File: config.mk
export PLATFORM = sky130hd
export DESIGN_NAME = l2cb_ctl_flat
export DESIGN_NICKNAME = d
export VERILOG_FILES = /design/src/hw/l2cb_pkg.sv /design/src/hw/l2cb_link_if.sv /design/src/hw/l2cb_ctl.sv /design/src/flat_wrapper.sv
export VERILOG_INCLUDE_DIRS = /design/src /design/src/hw
export SDC_FILE = /design/constraint.sdc
export NUM_CORES = 1
export LEC_CHECK = 0
export ABC_AREA = 0
export BUFFER_PORTS_ARGS = -buffer_cell sky130_fd_sc_hd__buf_2
export CAP_MARGIN = 20
export CORE_ASPECT_RATIO = 0.9
export CORE_MARGIN = 2
export CORE_UTILIZATION = 48
export DETAILED_ROUTE_END_ITERATION = 8
export PLACE_DENSITY = 0.76
export SLEW_MARGIN = 20
export SYNTH_ARGS = -nofsm -noshare
export SYNTH_HDL_FRONTEND = slang
export SYNTH_SLANG_ARGS = --single-unit
File: constraint.sdc
create_clock -name clock -period 2.1 [get_ports clock]
set_clock_uncertainty 0.15 [all_clocks]
set_input_delay 0.315 -clock clock [delete_from_list [all_inputs] [get_ports clock]]
set_output_delay 0.315 -clock clock [all_outputs]
set_load 0.02 [all_outputs]
File: src/hw/l2cb_consts.svh
`ifndef L2CB_CONSTS_SVH
`define L2CB_CONSTS_SVH

`define L2CB_BE_LANES      8
`define L2CB_LINE_BEATS    3'h4
`define L2CB_SINGLE_BEATS  3'h1
`define L2CB_ABORT_CLKS    1

`endif

File: src/hw/l2cb_pkg.sv
package l2cb_pkg;

    // Burst tracking in the controller
    typedef enum logic [1:0] {
        L2CB_XF_IDLE  = 2'b01,
        L2CB_XF_BURST = 2'b10
    } l2cb_xfer_t;

    // Byte-enable latch control; only OPEN and PULSE drive the enable low
    typedef enum logic [3:0] {
        L2CB_LE_OPEN  = 4'b0001,
        L2CB_LE_HOLD  = 4'b0010,
        L2CB_LE_PEND  = 4'b0100,
        L2CB_LE_PULSE = 4'b1000
    } l2cb_latch_t;

endpackage : l2cb_pkg

File: src/hw/l2cb_link_if.sv
`timescale 1ns/1ps
interface l2cb_link_if;
    logic burst_final_n;        // Final cache ready of the cycle
    logic cache_xfer_ready_n;   // Cache burst ready
    logic sram_byte_latch_en_n; // Byte-enable latch enable to cache chips
    logic ext_byte_latch_en_n;  // Same, for an external latch
    logic cpu_abort_n;          // One-clock back-off

    modport ctl (
        output burst_final_n, cache_xfer_ready_n, sram_byte_latch_en_n,
        output ext_byte_latch_en_n, cpu_abort_n
    );
    modport far (
        input burst_final_n, cache_xfer_ready_n, sram_byte_latch_en_n,
        input ext_byte_latch_en_n, cpu_abort_n
    );
endinterface : l2cb_link_if

File: src/hw/l2cb_ctl.sv
`timescale 1ns/1ps
`include "l2cb_consts.svh"
module l2cb_ctl (
    input  wire logic  clock,              // 100 MHz system clock
    input  wire logic  rst,                // Asynchronous reset, active high
    input  wire logic  cpu_addr_strobe_n,  // Processor address strobe
    input  wire logic  cpu_cache_n,        // Processor wants the line cached
    input  wire logic  cpu_data,           // High for data, low for code
    input  wire logic  cpu_write,          // High for a write cycle
    input  wire logic  mem_cacheable_n,    // Memory controller: cacheable
    input  wire logic  mem_read_only_n,    // Memory controller: read-only
    input  wire logic  membus_active,      // A memory-bus cycle is running
    input  wire logic  tag_valid,          // Tag lookup result present
    input  wire logic  tag_hit,            // Lookup hit (with tag_valid)
    input  wire logic  next_addr_req_n,    // Next address from memory ctl
    input  wire logic  mem_cycle_done_n,   // Memory cycle complete
    input  wire logic  cache_ready_req,    // Request one cache transfer
    input  wire logic  inquire_hit_mod,    // Inquire hit a modified line
    input  wire logic  cycle_stuck,        // Outstanding cycle cannot finish
    output logic [2:0] beats_left,         // Transfers left in burst
    l2cb_link_if.ctl   link                // Link to processor and chips
);

    // Cycle and latch state, registered outputs and their next values
    l2cb_pkg::l2cb_xfer_t  xfer;
    l2cb_pkg::l2cb_xfer_t  next_xfer;
    l2cb_pkg::l2cb_latch_t latch;
    l2cb_pkg::l2cb_latch_t next_latch;
    logic [2:0]            next_beats_left;
    logic                  ready_n;
    logic                  next_ready_n;
    logic                  final_n;
    logic                  next_final_n;
    logic                  abort_n;
    logic                  next_abort_n;
    logic                  latch_n;
    logic                  next_latch_n;
    logic                  strobe;
    logic                  bus_step;

    // Beats of a cycle: a line when the processor caches and, for reads, the memory side agrees; a
    // read-only region only bursts for code fetches or writebacks.
    function automatic logic [2:0] cycle_beats(
        input logic cache_n, input logic data, input logic mkc_n,
        input logic ro_n, input logic wr);
        logic burst;
        // Writes burst whenever the processor caches them; reads also need
        // the memory side to agree, and read-only lines only for code
        burst = !cache_n && (wr || (!mkc_n && (ro_n || !data)));
        cycle_beats = burst ? `L2CB_LINE_BEATS : `L2CB_SINGLE_BEATS;
    endfunction : cycle_beats

    // Strobe and bus step are same-clock levels, sampled at each edge
    assign strobe   = !cpu_addr_strobe_n;
    assign bus_step = !next_addr_req_n || !mem_cycle_done_n;

    // Burst counting; ready and last leave together from flops.
    // The length is fixed at the first request of a cycle from the inputs
    // present then; later changes of those inputs do not stretch or cut a
    // burst already running. beats_left counts what is still to come, so
    // last rides on the ready that brings it to zero.
    always_comb begin
        next_xfer       = xfer;
        next_beats_left = beats_left;
        next_ready_n    = 1'b1;
        next_final_n    = 1'b1;
        if (!abort_n) begin
            // Aborted cycle: forget the burst in progress
            next_xfer       = l2cb_pkg::L2CB_XF_IDLE;
            next_beats_left = 3'h0;
        end else if (cache_ready_req) begin
            next_ready_n = 1'b0;
            unique case (xfer)
                l2cb_pkg::L2CB_XF_IDLE: begin
                    next_beats_left = cycle_beats(cpu_cache_n, cpu_data,
                        mem_cacheable_n, mem_read_only_n, cpu_write) - 3'h1;
                    if (next_beats_left == 3'h0) begin
                        next_final_n = 1'b0;
                    end else begin
                        next_xfer = l2cb_pkg::L2CB_XF_BURST;
                    end
                end
                l2cb_pkg::L2CB_XF_BURST: begin
                    next_beats_left = beats_left - 3'h1;
                    if (beats_left == 3'h1) begin
                        next_final_n = 1'b0;
                        next_xfer    = l2cb_pkg::L2CB_XF_IDLE;
                    end
                end
                default: begin
                    // Not a one-hot code: drop the cycle
                    next_xfer       = l2cb_pkg::L2CB_XF_IDLE;
                    next_beats_left = 3'h0;
                    next_ready_n    = 1'b1;
                end
            endcase
        end
    end

    // Cycle state; reset leaves ready and last idle
    always_ff @(posedge clock or posedge rst) begin
        if (rst) begin
            xfer       <= l2cb_pkg::L2CB_XF_IDLE;
            beats_left <= 3'h0;
            ready_n    <= 1'b1;
            final_n    <= 1'b1;
        end else begin
            xfer       <= next_xfer;
            beats_left <= next_beats_left;
            ready_n    <= next_ready_n;
            final_n    <= next_final_n;
        end
    end

    // Byte-enable latch control. The memory bus keeps what is held, so an
    // abort only drops a cycle still waiting for its capture.
    //   OPEN  - enable low, chips follow the processor byte enables
    //   HOLD  - enable high, held value drives the memory bus
    //   PEND  - enable high, a new cycle waits for the bus to step on
    //   PULSE - enable low for exactly one clock to take the new enables
    // A hit in HOLD returns to OPEN at once, so the enable may stand high for a
    // single clock. Leaving OPEN on the strobe itself matters: the enables
    // the chips took at that edge are the ones of the new cycle, and one
    // more open clock would overwrite them with whatever follows.
    // The enable is decoded from the next state and registered, so both
    // enable pins leave one flop together and never glitch.
    always_comb begin
        next_latch = latch;
        unique case (latch)
            l2cb_pkg::L2CB_LE_OPEN: begin
                if (strobe) begin
                    next_latch = membus_active ? l2cb_pkg::L2CB_LE_PEND
                                               : l2cb_pkg::L2CB_LE_HOLD;
                end
            end
            l2cb_pkg::L2CB_LE_HOLD: begin
                if (tag_valid && tag_hit) begin
                    next_latch = l2cb_pkg::L2CB_LE_OPEN;
                end else if (strobe && membus_active) begin
                    next_latch = l2cb_pkg::L2CB_LE_PEND;
                end else if (!mem_cycle_done_n) begin
                    next_latch = l2cb_pkg::L2CB_LE_OPEN;
                end
            end
            l2cb_pkg::L2CB_LE_PEND: begin
                // Abort or hit: this cycle never takes the memory bus
                if (!abort_n || (tag_valid && tag_hit)) begin
                    next_latch = l2cb_pkg::L2CB_LE_HOLD;
                end else if (bus_step) begin
                    next_latch = l2cb_pkg::L2CB_LE_PULSE;
                end
            end
            l2cb_pkg::L2CB_LE_PULSE: begin
                next_latch = l2cb_pkg::L2CB_LE_HOLD;
            end
            default: begin
                next_latch = l2cb_pkg::L2CB_LE_OPEN;
            end
        endcase
        next_latch_n = !((next_latch == l2cb_pkg::L2CB_LE_OPEN)
                      || (next_latch == l2cb_pkg::L2CB_LE_PULSE));
    end

    // Latch state; reset opens the latch
    always_ff @(posedge clock or posedge rst) begin
        if (rst) begin
            latch   <= l2cb_pkg::L2CB_LE_OPEN;
            latch_n <= 1'b0;
        end else begin
            latch   <= next_latch;
            latch_n <= next_latch_n;
        end
    end

    // Back-off: only for the inquire deadlock, never two clocks running.
    // The deadlock needs both halves at once: the processor holds the bus
    // for a cycle that cannot end, and the inquire must write a modified
    // line back over that same bus. Either half alone just waits.
    // Gating on the current abort keeps each pulse one clock wide even if
    // the condition stays up; a fresh back-off follows two clocks later,
    // which is the minimum spacing.
    always_comb begin
        next_abort_n = 1'b1;
        if (inquire_hit_mod && cycle_stuck) begin
            next_abort_n = !abort_n;
        end
    end

    // Back-off flop; reset leaves it idle
    always_ff @(posedge clock or posedge rst) begin
        if (rst) begin
            abort_n <= 1'b1;
        end else begin
            abort_n <= next_abort_n;
        end
    end

    // All link outputs straight from flops. Both latch enables share one
    // flop on purpose: a second copy could split by a clock after reset
    // or a state upset, which the chips and an external latch would see
    // as different captures.
    assign link.cache_xfer_ready_n   = ready_n;
    assign link.burst_final_n        = final_n;
    assign link.sram_byte_latch_en_n = latch_n;
    assign link.ext_byte_latch_en_n  = latch_n;
    assign link.cpu_abort_n          = abort_n;

endmodule : l2cb_ctl

File: src/flat_wrapper.sv
// flat-port wrapper written by rule: the top's interface ports become plain ports
module l2cb_ctl_flat 
  (clock, rst, cpu_addr_strobe_n, cpu_cache_n, cpu_data, cpu_write, mem_cacheable_n, mem_read_only_n, membus_active, tag_valid, tag_hit, next_addr_req_n, mem_cycle_done_n, cache_ready_req, inquire_hit_mod, cycle_stuck, beats_left, link_burst_final_n, link_cache_xfer_ready_n, link_sram_byte_latch_en_n, link_ext_byte_latch_en_n, link_cpu_abort_n);
  l2cb_link_if link_i ();
  input  wire logic clock;
  input  wire logic rst;
  input  wire logic cpu_addr_strobe_n;
  input  wire logic cpu_cache_n;
  input  wire logic cpu_data;
  input  wire logic cpu_write;
  input  wire logic mem_cacheable_n;
  input  wire logic mem_read_only_n;
  input  wire logic membus_active;
  input  wire logic tag_valid;
  input  wire logic tag_hit;
  input  wire logic next_addr_req_n;
  input  wire logic mem_cycle_done_n;
  input  wire logic cache_ready_req;
  input  wire logic inquire_hit_mod;
  input  wire logic cycle_stuck;
  output logic [2:0] beats_left;
  output wire logic [$bits(link_i.burst_final_n)-1:0] link_burst_final_n;
  output wire logic [$bits(link_i.cache_xfer_ready_n)-1:0] link_cache_xfer_ready_n;
  output wire logic [$bits(link_i.sram_byte_latch_en_n)-1:0] link_sram_byte_latch_en_n;
  output wire logic [$bits(link_i.ext_byte_latch_en_n)-1:0] link_ext_byte_latch_en_n;
  output wire logic [$bits(link_i.cpu_abort_n)-1:0] link_cpu_abort_n;
  assign link_burst_final_n = link_i.burst_final_n;
  assign link_cache_xfer_ready_n = link_i.cache_xfer_ready_n;
  assign link_sram_byte_latch_en_n = link_i.sram_byte_latch_en_n;
  assign link_ext_byte_latch_en_n = link_i.ext_byte_latch_en_n;
  assign link_cpu_abort_n = link_i.cpu_abort_n;
  l2cb_ctl u_core (.clock(clock), .rst(rst), .cpu_addr_strobe_n(cpu_addr_strobe_n), .cpu_cache_n(cpu_cache_n), .cpu_data(cpu_data), .cpu_write(cpu_write), .mem_cacheable_n(mem_cacheable_n), .mem_read_only_n(mem_read_only_n), .membus_active(membus_active), .tag_valid(tag_valid), .tag_hit(tag_hit), .next_addr_req_n(next_addr_req_n), .mem_cycle_done_n(mem_cycle_done_n), .cache_ready_req(cache_ready_req), .inquire_hit_mod(inquire_hit_mod), .cycle_stuck(cycle_stuck), .beats_left(beats_left), .link(link_i));
endmodule
==> out/qor.yml, run 1 <==
status: "finished, final reports clean"
worstPathCellList: "inv_1 -> ha_1 -> nor2_2 -> inv_2 -> nor3b_1 -> a21oi_1 -> o21ai_0"
yosysSeqAreaShare: 0.439
synth.cell_area_um2: 754
ir_worst_vdd_mv: 0.460
clkLatencyLatePin_ns: 0.28
cp-start-kind: "flop"
synth_seq_cells: 13
r2r_start: "u_core.xfer[0]$_DFFE_PP1P_"
grt_max_degree: 14
synth_edf_count: 0
synth.area.top_cells: "dfrtp_1 (27%), dfstp_2 (17%), ha_1 (6.6%)"
setup_tns_ns: 0
nNetsFinal: 124
fillers: 125
h-tree-depth: 1
avgSynthCellArea_um2: 9.80
antenna_left: 0
power.total_w: 0.000839
end_kind: "flop"
clock_path_buffers: 2
portBuffers: 23
die_area_mm2: 0.00191
ys_async_sr_fraction: 1.00
vias: 654
ys.flop_type: "dfrtp_1"
holdWs_ns: 0.0568
cp_slowest_cell: "dfstp_2"
io_pins: 24
synthCells: 77
route.detailed.drc: 0
critPathKind: "flop to flop"
drtIter0Drc: 11
drt_first_pass_iters: 4
fin_crit_ns: 1.70
place.gp.congestion: 0.751
clkSinkCount: 13
cts_setup_buffers: 0
final_util: 0.621
drive_gt1_frac: 0.359
maxSlewHeadroom: 0.681
cts_tree: "done"
fp.dieW_um: 45.8
clkTransAtPathRegs_ns: 0.08
worstPathMaxFanout: 6
rows: 13
core_area_mm2: 0.00146
wl_per_cell_um: 12.3
area_growth_syn_to_layout_pct: 20.6
die_height_um: 41.6
syn_nets: 97
crit_path_start: "u_core.xfer[0]$_DFFE_PP1P_"
cap_violations: 0
clock.fmax_mhz: 589
worstHoldStart: "inquire_hit_mod"
hold_violations: 0
worstPathRequired_ns: 2.14
cts_resized: 0
power_leakage_nw: 0.438
cts_buffers: 3
critical_path_arrival_ns: 1.73
cp_slowest_stage_delay_ns: 0.54
grt_pass1_wl_um: 2580
period_share: 0.808
yosysTopAreaCell: "dfrtp_1"
cts_root_buf: "clkbuf_4"
hp-class: "primary input to flop"
slew_viol_final: 0
setup_viol: 0
final_area_um2: 910
first_global_vias: 572
tightest_slew_ns: 0.478
synth_cell_type_count: 33
placed_area_um2: 873
initial_core_util: 0.515
diodes: 0
yosysWarnings: 0
grt_use_total: 0.186
powerDensity_mw_per_mm2: 923
rsz0062_at_grt: "false"
grt-ovfl-total: 0
synth.top_cell.area_share: 0.265
via_per_inst: 5.54
multi_input_area_um2: 370
ff_latch_area_um2: 332
dp_hpwl_um: 1150
antenna_found_initial: 0
ys_top_cells_by_count: "dfrtp_1 (8), inv_1 (8), a21oi_1 (6)"
routed_wl_um: 1450
==> metal layers <==
metal | wire length [um] | part of all wire | global-route usage
met3 | 74 | 0.051 | 0.0652
met1 | 721 | 0.50 | 0.264
met2 | 642 | 0.44 | 0.265
met5 | 0 | 0 | 0
met4 | 8 | 0.0055 | 0.0514
==> metrics by stage <==
| step | std cells | setup WS, ns |
|---|---|---|
| finish | 118 | 0.404 |
| global route | 118 | 0.244 |
| CTS | 118 | 0.402 |
| detailed placement | 113 | 0.432 |
| global placement | 113 | 0.481 |
| floorplan | 77 | 0.514 |
==> kinds of logic (layout without fill, tap and decap cells) <==
group / Yosys count / in the layout / synth area share
AOI/OAI and AO/OA: 21 / 21 / 0.202
adders and majority gates: 4 / 4 / 0.0663
buffers and inverters: 12 / 38 / 0.0696
DFF: 13 / 13 / 0.439
muxes: 1 / 1 / 0.0133
and+or+nand+nor: 26 / 26 / 0.209
==> timing repair <==
item                                   CTS  global route
endpoints found under the hold margin    8             0
setup endpoints to repair                0             0
hold buffers                             1             0
==> power breakdown <==
group          internal [W]  switching (W)  total, W  leakage [nW]
combinational      0.000129       0.000175  0.000304         0.262
clock             0.0000737      0.0000783  0.000152        0.0150
sequential         0.000324      0.0000597  0.000384         0.160
==> critical path, delay by kind of cell (launching register included) <==
family          cells  cell delay [ns]
fa+ha+maj           1             0.30
flops               1             0.54
simple gates        2             0.35
buf+inv             2             0.13
compound gates      2             0.15
==> layout by cell type, fill, tap and decap left out, drive strengths merged, types with 4 or more instances in the layout <==
master	instances
nand2	4
ha	4
o21ai	6
dfrtp	8
a21oi	7
dfstp	5
nor3b	4
nor2b	4
inv	9
clkbuf	4
buf	23
==> sequential cells by signal (all words and copies together), names as in the netlist <==
register                         cells
u_core.beats_left                    3
u_core.latch                         4
u_core.link.burst_final_n            1
u_core.link.cache_xfer_ready_n       1
u_core.link.cpu_abort_n              1
u_core.link.ext_byte_latch_en_n      1
u_core.xfer                          2
==> path summary, 6_finish.rpt <==
path                       depth (start not counted)  slack [ns]                                  end
max in group asynchronous                          3        1.01  u_core.link.burst_final_n$_DFF_PP1_
min in group asynchronous                          3        0.44     u_core.beats_left[2]$_DFFE_PP0P_
max reg2reg                                        7        0.40     u_core.beats_left[0]$_DFFE_PP0P_
min reg2reg                                        1        0.37     u_core.beats_left[2]$_DFFE_PP0P_
min                                                2        0.06    u_core.link.cpu_abort_n$_DFF_PP1_
max                                                7        0.40     u_core.beats_left[0]$_DFFE_PP0P_
==> area by class of cell <==
| cell class | count | area share |
|---|---|---|
| multi-input cells | 52 | 0.407 |
| flip-flops and latches | 13 | 0.365 |
| repair buffers | 24 | 0.138 |
| inverters | 10 | 0.0413 |
| clock buffers | 4 | 0.0289 |
| well taps | 15 | 0.0206 |
(Power assumes the default switching activity.)
==> run 2, diff against run 1 <==
- CORE_UTILIZATION: 48 -> 44
- PLACE_DENSITY: 0.76 -> 0.73
- clock period: 2.1 -> 1.38 ns (I/O delays scaled with it)
==> run 2 against run 1 <==
Against the previous run:
- the flow now finishes with violations (setup timing)
- worst hold slack improved by 0.050 ns
- worst setup slack lost 0.50 ns
- die area increased by 8.3%
- cell area increased by 24%
- critical path depth shrank 3
- final cell count up 22%
- via count grew 11%
- utilization grew 6.6 points
- non-clock buffer count increased by 17
- routed wire length grew 20%
- global-route usage increased by 0.92 points
==> out/qor.yml, run 2 (same netlist as run 1, synthesis figures left out) <==
status: "complete, but fails checks"
violations: "setup timing"
r2r_start: "u_core.link.cpu_abort_n$_DFF_PP1_"
grt_pass1_wl_um: 2840  # +9.9%
fin_crit_ns: 1.48  # -0.220 ns
cts_buffers: 3  # unchanged
die_area_mm2: 0.00206  # +8.3%
r2r-end: "u_core.link.ext_byte_latch_en_n$_DFF_PP0_"
wl_per_cell_um: 12.0  # -1.9%
final_area_mm2: 0.00113  # +24%
setup_tns_ns: -0.516  # -0.516 ns
drt_first_pass_iters: 4  # unchanged
clock.fmax_mhz: 677  # +15%
worstRegToRegCells: 4  # -3
vias: 726  # +11%
clkSinkCount: 13  # unchanged
cp-start-kind: "flop"
cts_root_buf: "clkbuf_4"
setup_viol: 6  # +6
grt_use_total: 0.195  # +0.00921
hold_depth: 3  # +1
worstHoldStart: "cache_ready_req"
dp_hpwl_um: 1300  # +13%
grt-ovfl-total: 0  # unchanged
cp_slowest_stage_delay_ns: 0.56  # +0.02 ns
largest_reg_flops: 4  # unchanged
min_to: "u_core.xfer[0]$_DFFE_PP1P_"
period_share: 1.07  # +0.262
rsz0062_at_grt: "true"
die_height_um: 43.3  # +4.0%
critPathKind: "flop to flop"
clkLatencyLatePin_ns: 0.27  # about the same
critical_path_arrival_ns: 1.48  # -0.25 ns
route.detailed.drc: 0  # unchanged
swShare: 0.365  # -0.00766
antenna_found_initial: 0  # unchanged
p_sw_w: 0.000561  # +80%
r2r_slack_ns: -0.1  # -0.50 ns
diodes: 0  # unchanged
cap_violations: 0  # unchanged
drive_gt1_frac: 0.525  # +0.166
ff_latch_area_um2: 334  # +0.75%
multi_input_area_um2: 432  # +17%
antenna_left: 0  # unchanged
cp_slowest_cell: "dfstp_2"
h-tree-depth: 1  # unchanged
final_cell_mix: "buf_2 (22), buf_4 (12), inv_1 (6), dfrtp_1 (6)"
p_int_w: 0.000978  # +86%
cts_tree: "done"
initial_core_util: 0.458  # -0.0572
routed_wl_um: 1730  # +20%
final_util: 0.688  # +0.0663
power_leakage_nw: 0.520  # +19%
portBuffers: 23  # unchanged
maxSlewHeadroom: 0.680  # -0.00110
rows: 14  # +1
tightest_slew_ns: 0.480  # +0.00165 ns
worstPathRequired_ns: 1.38  # -0.76 ns
placed_area_um2: 991  # +13%
clkTransAtPathRegs_ns: 0.08  # about the same
core_area_mm2: 0.00165  # +12%
via_per_inst: 5.04  # -9.0%
hp-class: "primary input to flop"
hold_violations: 0  # unchanged
worstPathCellList: "a21bo_1 -> a21oi_2 -> o311ai_2 -> or2_1"
grt_max_degree: 14  # unchanged
p_clk_frac: 0.146  # -0.035
end_kind: "flop"
final_cells: 144  # +22%
sequentialPowerShare: 0.380  # -0.077
first_global_vias: 673  # +18%
fp.dieW_um: 47.7  # +4.1%
ir_worst_vdd_mv: 0.982  # +110%
final_common_cell: "buf_2"
io_pins: 24  # unchanged
clock_path_buffers: 2  # unchanged
worstPathMaxFanout: 5  # -1
slew_viol_final: 0  # unchanged
top_regs: "u_core.latch x4, u_core.beats_left x3, u_core.xfer x2"
largest_register: "u_core.latch"
powerDensity_mw_per_mm2: 1360  # +47%
place.gp.congestion: 0.789  # +5.1%
dp_cells: 131  # +16%
layout_setup_ws_ns: -0.0968  # -0.500 ns
drtIter0Drc: 31  # +20
area_growth_syn_to_layout_pct: 50.1
fillers: 138  # +10%
p_comb_frac: 0.474  # +0.112
nNetsFinal: 141  # +14%
run 2: cell count changes in the layout (fill, tap and decap cells not counted), sizes merged:
cell | previous run | this run
buf | 23 | 36
dlygate4sd3 | 1 | 5
run 2: layer usage:
metal	global-route usage	routed length [um]
met3	0.0638	93
met2	0.303	844
met4	0.0324	21
met5	0	0
met1	0.266	773
run 2: power groups by stage:
stage	clock network [W]	registers [W]	logic, W
2_1_floorplan	0	0.000625	0.000355
3_3_place_gp	0	0.000578	0.000602
3_5_place_dp	0	0.000583	0.000619
4_1_cts	0.000235	0.000577	0.000663
5_1_grt	0.000266	0.000596	0.000797
6_report	0.000225	0.000584	0.000730
run 2: cell type report:
cell class	count	share of cell area
multi-input cells	52	0.381
flip-flops and latches	13	0.295
repair buffers	41	0.241
clock buffers	4	0.0232
well taps	24	0.0265
inverters	10	0.0331
run 2: timing repair:
action / CTS / global route
endpoints found under the hold margin: 10 / 0
hold buffers: 5 / 0
gates cloned: 0 / 0
setup endpoints to repair: 6 / 12
setup buffers: 3 / 1
pin swaps: 4 / 3
gates resized for setup: 0 / 8
run 2: how the worst max path moves through the flow:
stage	startpoint	endpoint	slack, ns
after global placement	u_core.link.cpu_abort_n$_DFF_PP1_	u_core.link.ext_byte_latch_en_n$_DFF_PP0_	-0.08
after floorplan	u_core.link.cpu_abort_n$_DFF_PP1_	u_core.link.ext_byte_latch_en_n$_DFF_PP0_	-0.14
after detailed placement	u_core.xfer[0]$_DFFE_PP1P_	u_core.beats_left[1]$_DFFE_PP0P_	-0.1
after CTS	u_core.link.cpu_abort_n$_DFF_PP1_	u_core.link.ext_byte_latch_en_n$_DFF_PP0_	-0.11
after global routing	u_core.xfer[0]$_DFFE_PP1P_	u_core.beats_left[2]$_DFFE_PP0P_	-0.19
final	u_core.link.cpu_abort_n$_DFF_PP1_	u_core.link.ext_byte_latch_en_n$_DFF_PP0_	-0.1
run 2: critical path: cells and delay by family, from the launching register on:
kind               cells  cell delay [ns]
and+or+nand+nor        1             0.21
AOI/OAI and AO/OA      3             0.44
DFF                    1             0.56
run 2: through the flow:
step	power [W]	worst slack [ns]	hold slack, ns
3_5_place_dp	0.00120	-0.0993	0.103
4_1_cts	0.00148	-0.106	0.113
5_1_grt	0.00166	-0.190	0.0926
3_3_place_gp	0.00118	-0.0834	0.0908
2_1_floorplan	0.000980	-0.142	-0.0698
6_report	0.00154	-0.0968	0.107
